### config.mk
export PLATFORM = sky130hd
export DESIGN_NAME = hpc_slot_ctrl
export DESIGN_NICKNAME = d
export VERILOG_FILES = /design/src/rtl/hpc_slot_ctrl.v /design/src/rtl/hpc_sync_filter.v
export VERILOG_INCLUDE_DIRS = /design/src /design/src/rtl
export SDC_FILE = /design/constraint.sdc
export NUM_CORES = 1
export LEC_CHECK = 0
export BUFFER_PORTS_ARGS = -buffer_cell sky130_fd_sc_hd__buf_2
export CORE_ASPECT_RATIO = 1.1
export CORE_MARGIN = 1
export CORE_UTILIZATION = 47
export DETAILED_ROUTE_END_ITERATION = 10
export PLACE_DENSITY_LB_ADDON = 0.05
export SYNTH_ARGS = -nofsm -noshare
export SYNTH_HDL_FRONTEND = slang
export SYNTH_HIERARCHICAL = 1
export SYNTH_SLANG_ARGS = --single-unit
### constraint.sdc
create_clock -name CLK -period 2.8 [get_ports CLK]
set_clock_uncertainty 0.2 [all_clocks]
set_input_delay 0.7 -clock CLK [delete_from_list [all_inputs] [get_ports CLK]]
set_output_delay 0.7 -clock CLK [all_outputs]
set_load 0.01 [all_outputs]
### src/rtl/hpc_defs.vh
`ifndef HPC_DEFS_VH
`define HPC_DEFS_VH
// Register byte offsets on the APB
`define HPC_OFF_STATE_A 12'h000
`define HPC_OFF_STATE_B 12'h004
`define HPC_OFF_COMMON 12'h008
`define HPC_OFF_CTRL 12'h00C
`define HPC_OFF_IRQ_STAT 12'h010
`define HPC_OFF_IRQ_MASK 12'h014
`define HPC_OFF_ADDR 12'h018
// Control register fields
`define HPC_CTRL_INHIB_A 0
`define HPC_CTRL_INHIB_B 1
`define HPC_CTRL_RESET 2'h0
// Slot state fields
`define HPC_ST_AUX_ON 0
`define HPC_ST_MAIN_ON 1
`define HPC_ST_AUX_FLT 2
`define HPC_ST_MAIN_FLT 3
`define HPC_ST_PGOOD 4
`define HPC_ST_PWROFF 5
`define HPC_ST_FORCED 6
`define HPC_ST_OT 7
// Interrupt status bits: aux fault A, main fault A, aux fault B, main fault B
`define HPC_IRQ_W 4
`define HPC_IRQ_RESET 4'h0
// Timing
`define HPC_CLK_MHZ 200
`define HPC_DEBOUNCE_MS 5
`define HPC_DEBOUNCE_CYC (`HPC_DEBOUNCE_MS * 1000 * `HPC_CLK_MHZ)
`define HPC_CNT_W 20
`define HPC_ZERO32 32'h00000000
`endif

### src/rtl/hpc_slot_ctrl.v
// Implementation choices: the address map and register access over APB.
`timescale 1ns/100ps
`include "hpc_defs.vh"
// Functional notes
// Fault pin low on any aux or main fault
// Aux fault clears only when aux request drops
// Main fault clears only when main request drops
// Persisting fault past filter timeout kills main
// Two switch inputs filtered, readable in common status
// Power good only while all rails good
// Force-on keeps channel on despite faults
// Inhibit bit makes force-on ignored
// Overtemperature overrides force-on
// Per-slot state register readable by software
// Slot power off reported after rails below threshold
// Sense comparator overcurrent feeds fault handling
// Switch inputs debounced about 5 ms
// Interrupt on fault unless masked, cleared by status
// Address select sampled once after reset
// All asynchronous inputs synchronised before use
module hpc_slot_ctrl #(
  parameter DEBOUNCE_CYC = `HPC_DEBOUNCE_CYC
) (
  input wire CLK,
  input wire SRST,
  input wire PSEL,
  input wire PENABLE,
  input wire PWRITE,
  input wire [11:0] PADDR,
  input wire [31:0] PWDATA,
  output reg [31:0] PRDATA,
  output wire PREADY,
  output wire PSLVERR,
  input wire [1:0] STANDBY_RAIL_REQUEST,
  input wire [1:0] MAIN_RAIL_REQUEST,
  input wire [1:0] DIAG_FORCE_CHANNEL_N,
  input wire [1:0] SENSE_LOW_12V,
  input wire [1:0] SENSE_LOW_3V3,
  input wire [1:0] AUX_OVERCURRENT,
  input wire [1:0] AUX_UNDERVOLT,
  input wire [1:0] MAIN_UNDERVOLT,
  input wire [1:0] OVER_TEMP,
  input wire [1:0] FAULT_TIMER_CAP,
  input wire [1:0] RAILS_GOOD,
  input wire [1:0] RAILS_BELOW_LOW,
  input wire [1:0] GP_SWITCH_IN_FIRST,
  input wire [1:0] GP_SWITCH_IN_SECOND,
  input wire [2:0] BUS_ADDR_SELECT,
  output reg [1:0] AUX_GATE_ON,
  output reg [1:0] MAIN_GATE_ON,
  output reg [1:0] SLOT_FAULT_N,
  output reg [1:0] SLOT_POWER_GOOD_N,
  output wire INT_N
);
  // Synchronised slot inputs, 14 per slot
  wire [1:0] aux_req;
  wire [1:0] main_req;
  wire [1:0] force_n;
  wire [1:0] oc12;
  wire [1:0] oc33;
  wire [1:0] aux_oc;
  wire [1:0] aux_uv;
  wire [1:0] main_uv;
  wire [1:0] ot;
  wire [1:0] tmr_done;
  wire [1:0] pg_ok;
  wire [1:0] low_ok;
  wire [1:0] gp1;
  wire [1:0] gp2;
  wire [2:0] addr_sync;

  reg [1:0] aux_flt_reg;
  reg [1:0] main_flt_reg;
  reg [1:0] main_trip_reg;
  reg [1:0] pwroff_reg;
  reg [1:0] ctrl_reg;
  reg [`HPC_IRQ_W-1:0] irq_stat_reg;
  reg [`HPC_IRQ_W-1:0] irq_mask_reg;
  reg [2:0] addr_reg;
  reg addr_wait_reg;
  reg addr_done_reg;
  reg [1:0] forced;
  reg [1:0] aux_event;
  reg [1:0] main_event;
  reg [`HPC_IRQ_W-1:0] irq_set;

  genvar g;
  generate
    for (g = 0; g < 2; g = g + 1) begin : slot
      // Every pin from outside passes two flops first; see
      // A one-cycle filter adds a flop but no delay worth noting
      // Standby rail request from the system side
      hpc_sync_filter #(.FILTER_CYC(1)) u_aux (
        .clk(CLK),
        .srst(SRST),
        .din(STANDBY_RAIL_REQUEST[g]),
        .dout(aux_req[g])
      );
      // Main rail request from the system side
      hpc_sync_filter #(.FILTER_CYC(1)) u_main (
        .clk(CLK),
        .srst(SRST),
        .din(MAIN_RAIL_REQUEST[g]),
        .dout(main_req[g])
      );
      // Force pin is inverted here so the reset value means not forced
      hpc_sync_filter #(.FILTER_CYC(1)) u_frc (
        .clk(CLK),
        .srst(SRST),
        .din(~DIAG_FORCE_CHANNEL_N[g]),
        .dout(force_n[g])
      );
      // Overcurrent comparators across the two sense resistors
      hpc_sync_filter #(.FILTER_CYC(1)) u_o12 (
        .clk(CLK),
        .srst(SRST),
        .din(SENSE_LOW_12V[g]),
        .dout(oc12[g])
      );
      hpc_sync_filter #(.FILTER_CYC(1)) u_o33 (
        .clk(CLK),
        .srst(SRST),
        .din(SENSE_LOW_3V3[g]),
        .dout(oc33[g])
      );
      // Standby rail comparators
      hpc_sync_filter #(.FILTER_CYC(1)) u_aoc (
        .clk(CLK),
        .srst(SRST),
        .din(AUX_OVERCURRENT[g]),
        .dout(aux_oc[g])
      );
      hpc_sync_filter #(.FILTER_CYC(1)) u_auv (
        .clk(CLK),
        .srst(SRST),
        .din(AUX_UNDERVOLT[g]),
        .dout(aux_uv[g])
      );
      // Main rail undervoltage
      hpc_sync_filter #(.FILTER_CYC(1)) u_muv (
        .clk(CLK),
        .srst(SRST),
        .din(MAIN_UNDERVOLT[g]),
        .dout(main_uv[g])
      );
      // Thermal shutdown; it must reach the gates even while forced
      hpc_sync_filter #(.FILTER_CYC(1)) u_ot (
        .clk(CLK),
        .srst(SRST),
        .din(OVER_TEMP[g]),
        .dout(ot[g])
      );
      // Filter capacitor threshold reached
      hpc_sync_filter #(.FILTER_CYC(1)) u_tmr (
        .clk(CLK),
        .srst(SRST),
        .din(FAULT_TIMER_CAP[g]),
        .dout(tmr_done[g])
      );
      // All rails in range
      hpc_sync_filter #(.FILTER_CYC(1)) u_pg (
        .clk(CLK),
        .srst(SRST),
        .din(RAILS_GOOD[g]),
        .dout(pg_ok[g])
      );
      // All rails bled below the low threshold
      hpc_sync_filter #(.FILTER_CYC(1)) u_low (
        .clk(CLK),
        .srst(SRST),
        .din(RAILS_BELOW_LOW[g]),
        .dout(low_ok[g])
      );
      // Mechanical switches get the long debounce; see
      // Contact bounce shorter than the window never reaches status
      hpc_sync_filter #(.FILTER_CYC(DEBOUNCE_CYC)) u_gp1 (
        .clk(CLK),
        .srst(SRST),
        .din(GP_SWITCH_IN_FIRST[g]),
        .dout(gp1[g])
      );
      hpc_sync_filter #(.FILTER_CYC(DEBOUNCE_CYC)) u_gp2 (
        .clk(CLK),
        .srst(SRST),
        .din(GP_SWITCH_IN_SECOND[g]),
        .dout(gp2[g])
      );
    end
    // Address straps are static levels but still cross into the clock domain
    for (g = 0; g < 3; g = g + 1) begin : adr
      hpc_sync_filter #(.FILTER_CYC(1)) u_adr (
        .clk(CLK),
        .srst(SRST),
        .din(BUS_ADDR_SELECT[g]),
        .dout(addr_sync[g])
      );
    end
  endgenerate

  // Fault events per slot; overcurrent from either sense comparator counts as main
  always @* begin
    aux_event = aux_oc | aux_uv | ot;
    main_event = oc12 | oc33 | main_uv | ot;
    forced = force_n & ~ctrl_reg & ~ot; // see
    irq_set = {main_event[1] & main_req[1] & ~main_flt_reg[1], aux_event[1] & aux_req[1] & ~aux_flt_reg[1],
               main_event[0] & main_req[0] & ~main_flt_reg[0], aux_event[0] & aux_req[0] & ~aux_flt_reg[0]};
  end

  // Fault latches: a fault only clears by dropping its request
  always @(posedge CLK) begin
    if (SRST) begin
      aux_flt_reg <= 2'h0;
      main_flt_reg <= 2'h0;
      main_trip_reg <= 2'h0;
    end else begin
      aux_flt_reg <= aux_req & (aux_flt_reg | aux_event);
      main_flt_reg <= main_req & (main_flt_reg | main_event);
      // The external cap sets how long a fault may persist before main is cut
      main_trip_reg <= main_req & (main_trip_reg | (main_event & tmr_done));
    end
  end

  // Gate drives, fault and power-good pins; force-on wins over the latched faults
  always @(posedge CLK) begin
    if (SRST) begin
      AUX_GATE_ON <= 2'h0;
      MAIN_GATE_ON <= 2'h0;
      SLOT_FAULT_N <= 2'h3;
      SLOT_POWER_GOOD_N <= 2'h3;
      pwroff_reg <= 2'h0;
    end else begin
      AUX_GATE_ON <= (aux_req & ~aux_flt_reg & ~ot) | forced; // see
      MAIN_GATE_ON <= (main_req & ~main_trip_reg & ~ot) | forced; // see
      SLOT_FAULT_N <= ~(aux_flt_reg | main_flt_reg);
      SLOT_POWER_GOOD_N <= ~pg_ok;
      pwroff_reg <= ~MAIN_GATE_ON & low_ok;
    end
  end

  // Address straps caught once, at the second edge after reset
  // The filter output is cleared by reset, so the first edge would capture zero
  always @(posedge CLK) begin
    if (SRST) begin
      addr_reg <= 3'h0;
      addr_wait_reg <= 1'b0;
      addr_done_reg <= 1'b0;
    end else if (!addr_wait_reg) begin
      addr_wait_reg <= 1'b1;
    end else if (!addr_done_reg) begin
      addr_reg <= addr_sync;
      addr_done_reg <= 1'b1;
    end
  end

  // APB slave: zero wait states, unmapped reads return zero
  assign PREADY = 1'b1;
  assign PSLVERR = 1'b0;
  wire wr_en = PSEL & PENABLE & PWRITE;

  // Writable registers; hardware set wins over a write-one clear
  // so a fault that lands in the clearing cycle is never lost
  always @(posedge CLK) begin
    if (SRST) begin
      ctrl_reg <= `HPC_CTRL_RESET;
      irq_stat_reg <= `HPC_IRQ_RESET;
      irq_mask_reg <= `HPC_IRQ_RESET;
    end else begin
      if (wr_en && PADDR == `HPC_OFF_CTRL)
        ctrl_reg <= PWDATA[1:0];
      if (wr_en && PADDR == `HPC_OFF_IRQ_MASK)
        irq_mask_reg <= PWDATA[`HPC_IRQ_W-1:0];
      if (wr_en && PADDR == `HPC_OFF_IRQ_STAT)
        irq_stat_reg <= (irq_stat_reg & ~PWDATA[`HPC_IRQ_W-1:0]) | irq_set;
      else
        irq_stat_reg <= irq_stat_reg | irq_set;
    end
  end

  // Interrupt stays low while any unmasked status bit is set
  assign INT_N = ~|(irq_stat_reg & ~irq_mask_reg);

  // Read mux
  always @* begin
    case (PADDR)
      `HPC_OFF_STATE_A: PRDATA = {24'h000000, ot[0], forced[0], pwroff_reg[0], ~SLOT_POWER_GOOD_N[0],
        main_flt_reg[0], aux_flt_reg[0], MAIN_GATE_ON[0], AUX_GATE_ON[0]};
      `HPC_OFF_STATE_B: PRDATA = {24'h000000, ot[1], forced[1], pwroff_reg[1], ~SLOT_POWER_GOOD_N[1],
        main_flt_reg[1], aux_flt_reg[1], MAIN_GATE_ON[1], AUX_GATE_ON[1]};
      `HPC_OFF_COMMON: PRDATA = {28'h0000000, gp2[1], gp1[1], gp2[0], gp1[0]};
      `HPC_OFF_CTRL: PRDATA = {30'h00000000, ctrl_reg};
      `HPC_OFF_IRQ_STAT: PRDATA = {28'h0000000, irq_stat_reg};
      `HPC_OFF_IRQ_MASK: PRDATA = {28'h0000000, irq_mask_reg};
      `HPC_OFF_ADDR: PRDATA = {29'h00000000, addr_reg};
      default: PRDATA = `HPC_ZERO32;
    endcase
  end
endmodule // hpc_slot_ctrl

### src/rtl/hpc_sync_filter.v
`timescale 1ns/100ps
`include "hpc_defs.vh"
// Two-stage synchroniser followed by an optional stability filter
module hpc_sync_filter #(
  parameter FILTER_CYC = 1
) (
  input wire clk,
  input wire srst,
  input wire din,
  output reg dout
);
  reg meta_reg;
  reg sync_reg;
  reg [`HPC_CNT_W-1:0] cnt_reg;

  // First stage feeds only the second stage
  always @(posedge clk) begin
    meta_reg <= din;
    sync_reg <= meta_reg;
  end

  // Output follows only after the input has held a new value for FILTER_CYC cycles
  always @(posedge clk) begin
    if (srst) begin
      cnt_reg <= {`HPC_CNT_W{1'b0}};
      dout <= 1'b0;
    end else if (sync_reg == dout) begin
      cnt_reg <= {`HPC_CNT_W{1'b0}};
    end else if (cnt_reg >= FILTER_CYC - 1) begin
      cnt_reg <= {`HPC_CNT_W{1'b0}};
      dout <= sync_reg;
    end else begin
      cnt_reg <= cnt_reg + 1'b1;
    end
  end
endmodule // hpc_sync_filter

# ---- Yosys cells after proc, flatten, opt, wreduce, memory -nomap -nowiden
# Index checks and enable logic that the tools add are counted.
dict set report classes {
  bitwise 58
  n_mux 3
  order_cmp 4
  eq_ne 37
  reduce_logical 15
  addsub 4
}
# cell count
set ops {}
lappend ops {{$add A20 B1 Y20 const B} 4}
lappend ops {{$ge A20 B20 Y1 const B} 4}
lappend ops {{$pmux W8 S7} 1}
lappend ops {{$eq A12 B5 Y1 const B} 3}
lappend ops {{$eq A1 B1 Y1} 31}
lappend ops {{$eq A12 B4 Y1 const B} 2}
lappend ops {{$and A2 B2 Y2} 11}
lappend ops {{$or A2 B2 Y2} 11}
lappend ops {{$not A2 Y2} 7}
lappend ops {{$not A1 Y1} 13}
lappend ops {{$eq A12 B3 Y1 const B} 1}
lappend ops {{$logic_not A12 Y1} 1}
lappend ops {{$reduce_or A3 Y1} 4}
lappend ops {{$and A1 B1 Y1} 10}
lappend ops {{$reduce_and A2 Y1} 5}
lappend ops {{$and A4 B4 Y4} 2}
lappend ops {{$not A4 Y4} 2}
lappend ops {{$or A4 B4 Y4} 2}
lappend ops {{$mux W4} 1}
lappend ops {{$reduce_or A4 Y1} 1}
lappend ops {{$logic_and A1 B1 Y1} 3}
lappend ops {{$logic_not A1 Y1} 1}
lappend ops {{$mux W1} 1}
dict set report totals {
  reg_bits 204
  in_bits 80
}

# ---- Depth between registers and ports, before layout
dict set report logic_depth {
  word_depth 7
  depth_mapped 6
  ltp_nobuf 5
}

# ---- Hierarchy
# The synthesis kept the hierarchy.
# module n_inst cells_per_inst area_per_inst_um2 seq_area_each_um2
set modules_own_cells {}
lappend modules_own_cells {{hpc_sync_filter (slot[0].u_gp1 ...)} 3 116 1017.2 460.4}
lappend modules_own_cells {{hpc_sync_filter (adr[0].u_adr ...)} 27 4 73.8 60.1}
lappend modules_own_cells {hpc_slot_ctrl 1 201 1707.9 620.6}
lappend modules_own_cells {{hpc_sync_filter (slot[1].u_gp2)} 1 114 1034.7 460.4}

# ---- Worst setup path before layout
# No wires, ideal clock.
dict set report synth_path {
  kind {input -> output}
  from {input PADDR[1]}
  to {output PRDATA[4]}
  arrival_time_ns 1.758
  stages 4
  path_buffers 0
  path_slack_ns 0.142
  cell_sequence {nor4_2 > nand3_2 > or3_4 > a211oi_2}
}
dict set report synth_between {
  elab_chain_len 2
  elab_cells_between_ends 8
}
# item line_no
set synth_lines {}
lappend synth_lines {{start: declaration} hpc_slot_ctrl.v:29} ;# input wire [11:0] PADDR,
lappend synth_lines {{$eq A12 B5 Y1 (tied with other cells)} hpc_slot_ctrl.v:284} ;# case (PADDR)
lappend synth_lines {{$pmux W8 S7 *} hpc_slot_ctrl.v:284}
lappend synth_lines {{end: declaration} hpc_slot_ctrl.v:31} ;# output reg [31:0] PRDATA,
# Mark *: on every way between the ends. The rest lies on a longest branch, timed or not.

# ---- Worst setup path in the final report
dict set report layout_path {
  from {input PADDR[8]}
  to {output PRDATA[4]}
}
# The elaborated chain is that of the path after synthesis.

==> results by stage <==
Critical path:
- The arrival time at the worst endpoint is 1.91 ns.
- The critical path starts at PADDR[8].
- Walking the worst path, the cells encountered are buf_6, nor4_4, nand3_2, or3_4, a211oi_2, buf_2.
- The endpoint class of the critical path is a primary output.
- By startpoint and endpoint, the worst setup path is classified as in2out.
- The gate family responsible for the most delay along the worst path is simple AND/OR/NAND/NOR gates.
- The required arrival time at the worst endpoint is 1.90 ns.
- Counting both buffers and inverters, the worst setup path holds a total of 2.
- The slowest library cell on the worst path is or3_4.
- STA classifies the critical path startpoint as an input pin.
- The start of the worst register-to-register path is slot[1].u_gp1/cnt_reg[0]$_SDFF_PP0_.
- Of all nets on the critical path, the largest fanout is 4.
- The largest single stage delay on the critical path is just under 0.4 ns.

Routing:
- Summing over every cut layer, the via total after detailed routing is 5,482.
- For this block, the initial DRC count from the detailed router was 281.
- The detailed-routing iteration count for the pre-antenna-repair pass is 4.
- For this run, design rule violations remaining after detail routing come to 0.
- The count of nets left with antenna violations once routing finished came out at 0.
- The wire length per cell after detailed routing is 13.6 um.
- The aggregate routed wire length is roughly 15,000 um.
- Dividing the detail-routed via count by the number of cells gives just over 5.

CTS:
- Counting along the longest clock path gives a buffer depth of 3.
- The total clock buffers created by CTS is 23.
- CTS saw 204 sinks.
- The hold buffer count at cts is 0.
- The later pin in the worst-skew pair is clocked with a latency of between 0.5 and 0.6 ns.
- The H-tree depth reported by CTS is 1.
- TritonCTS built the clock tree.
- The root buffer cell chosen for the clock tree is clkbuf_16.
- The CTS clock-pin slew for the worst setup and hold paths is roughly 0.060 ns.

STA:
- The max-slew violation count is 0.
- The final period utilization is 100%.
- For the pin with the worst max-slew slack, the measured transition is approximately 0.93 ns.
- The remaining max-slew budget at the tightest pin is between 30% and 40%.
- Setup violations remaining at the end of the flow were counted as 1.
- The number of hold violations in the final report came to 0.
- Based on the critical path, the design can be clocked at up to ~360 MHz.
- After layout, the worst setup slack is -0.0115 ns.
- Setup repair after global routing could not meet its margin everywhere.
- Subtracting the final worst setup slack from the clock period gives approximately 2.8 ns.

Synthesis:
- In this run, synthesis inferred 0 flip-flops with an integrated enable.
- The dominant register cell in the synthesized netlist is dfxtp_1.
- In this run the biggest area consumer among cell types represents a little over half of the synthesized area.
- Counting every instance in the synthesized netlist gives just under 800.
- The library cell with the largest summed area after synthesis is dfxtp_1.
- The mean area per synthesized cell is about 10 um2.
- The part of the Yosys area used for sequential elements is 52.4%.
- The register bit total from synthesis is roughly 200.
- The distinct cell type count after synthesis is 57.
- The most frequent cell after synthesis is dfxtp_1.
- For this run, the number of Yosys warnings is 6.
- The share of async-settable or async-resettable flops after synthesis is 0%.
- The post-synthesis instance area is 7790 um2.
- In the post-synthesis netlist, the biggest area contributors are dfxtp_1 (52%), nor2b_4 (4.8%), xnor2_1 (4.4%).
- Counting instances in the post-synthesis netlist gives the leading cell types as dfxtp_1 (204), nor2_1 (68), nand2_1 (44).

Place:
- Buffers placed on the I/O ports in this run total 68.
- OpenSTA, run right after detailed placement, puts the worst setup slack at -0.0848 ns.
- The post-DP HPWL is 10,300 um.
- The global placer's final weighted congestion is 0.817.
- The cell area after placement is 8290 um2.

Power:
- The clock share of power is between 40% and 50%.
- Summed over all nets, the switching power comes to between 1 and 1.5 mW.
- The proportion of total power due to net switching is 21.9%.
- The relative contribution of sequential cells to total power is approximately half.
- The analysis attributes to cell leakage a power of roughly 3.3 nW.
- The internal portion of the total power is roughly 4.8 mW.
- The worst vdd rail ir drop is 690 uV.
- The share of total power dissipated in combinational logic is under 10%.
- In this run the power density over the cells is between 600 and 700 nW/um2.

Run:
- The max capacitance violation total is 0.

Final layout:
- The area growth from synthesis to layout is 16.3%.
- The final layout contains roughly 940 nets.
- The ratio of cells with drive above 1 in the final layout is a little over a fifth.
- The finished cells cover slightly above 9000 um2.

Floorplanning:
- The overall die height is 137 um.
- The count of boundary I/O pins is between 100 and 150.
- For this configuration, the core starts out at a cell density of ~48%.
- The width of the die is approximately 120 um.
- The total die area is around 17,000 um2.
- The number of core rows is 49.
- The area of the core region is between 15,000 and 20,000 um2.

Hold path:
- In this run the worst hold path is classified as in2reg.
- In this run the most critical hold path is launched from RAILS_GOOD[0].

GRT:
- The number of global-route vias before repair is about 5,200.
- The number of antenna violations at the first check in global routing is 1.
- Across every metal layer, demand over resource in global routing totals 16.9%.
- The wire length of the first global-routing pass is approximately 24,000 um.
- The pin count of the biggest net entering global routing is 32.
- The aggregate global routing overflow is 0.

Outcome:
- The final reports fail on setup timing.
- The run finished, with violations left.
cells by family (layout without fill, tap and decap cells):
kind of cell	Yosys count	in the layout	synth area share, %
and+or+nand+nor	310	310	24.8
AOI/OAI and AO/OA	101	101	8.21
other	2	27	0.0964
DFF	204	204	52.4
adders and majority gates	4	4	0.643
muxes	20	20	2.80
xor gates and xnor gates	51	51	5.74
buffers and inverters	79	152	5.30
routing by layer:
| metal | up-vias | share of wire (%) | GRT usage, % |
|---|---|---|---|
| met2 | 99 | 49 | 30.0 |
| met3 | 25 | 5.0 | 4.26 |
| met5 | - | 0 | 0 |
| li1 | 2787 | - | - |
| met1 | 2571 | 44 | 20.1 |
| met4 | 0 | 2.4 | 5.15 |
final cells by class:
type,instances,area [um2]
Fill cell,1454,7190
Sequential cell,204,4080
Multi-Input combinational cell,512,3400
Clock buffer,31,656
Timing Repair Buffer,80,458
Tap cell,204,255
Inverter,32,120
Clock inverter,9,78.8
Antenna cell,1,2.50
through the flow:
step                      utilization (%)  TNS, ns  power (mW)  std cells  hold slack [ns]
after floorplan                         -        0        3.26        795            0.110
after global placement               51.0  -0.0807        3.34       1032            0.110
after detailed placement             51.0   -0.140        3.35       1032            0.112
after CTS                            55.7  -0.0773        6.20       1072           0.0679
after global routing                 55.7   -0.157        6.35       1072           0.0617
final                                55.7  -0.0115        6.11       1073           0.0860
final timing paths:
path         slack [ns]                                   end  depth (start not counted)
max               -0.01                             PRDATA[4]                          6
min                0.09         slot[0].u_pg/meta_reg$_DFF_P_                          1
max reg2reg        0.51  slot[1].u_gp1/cnt_reg[18]$_SDFF_PP0_                          5
min reg2reg        0.12        slot[1].u_aoc/sync_reg$_DFF_P_                          0
power groups by stage:
stage	sequential, mW	combinational [mW]	clock, mW
2_1_floorplan	3.09	0.176	0
3_3_place_gp	3.10	0.243	0
3_5_place_dp	3.10	0.248	0
4_1_cts	3.04	0.252	2.91
5_1_grt	3.05	0.276	3.03
6_report	3.04	0.249	2.82
timing repair:
item / CTS / global route
gates cloned: 0 / 0
setup buffers: 0 / 0
pin swaps: 4 / 2
gates resized for setup: 4 / 1
setup endpoints to repair: 3 / 5
layout by cell type (no fill, tap or decap), types with 12 or more instances in the layout:
master     Yosys  final
inv_1         32     32
buf_2          3     65
o21ai_0       27     27
buf_4         30     12
nand3_1       35     35
xor2_1        12     12
or3_1         16     16
nor2b_4       27     27
xnor2_1       39     39
a21oi_1       28     28
dfxtp_1      204    204
nor2_1        68     67
nand2_1       44     44
mux2i_1       15     15
clkbuf_16      0     23
conb_1         2     26
nor3_1        33     33
(Power assumes the default switching activity.)
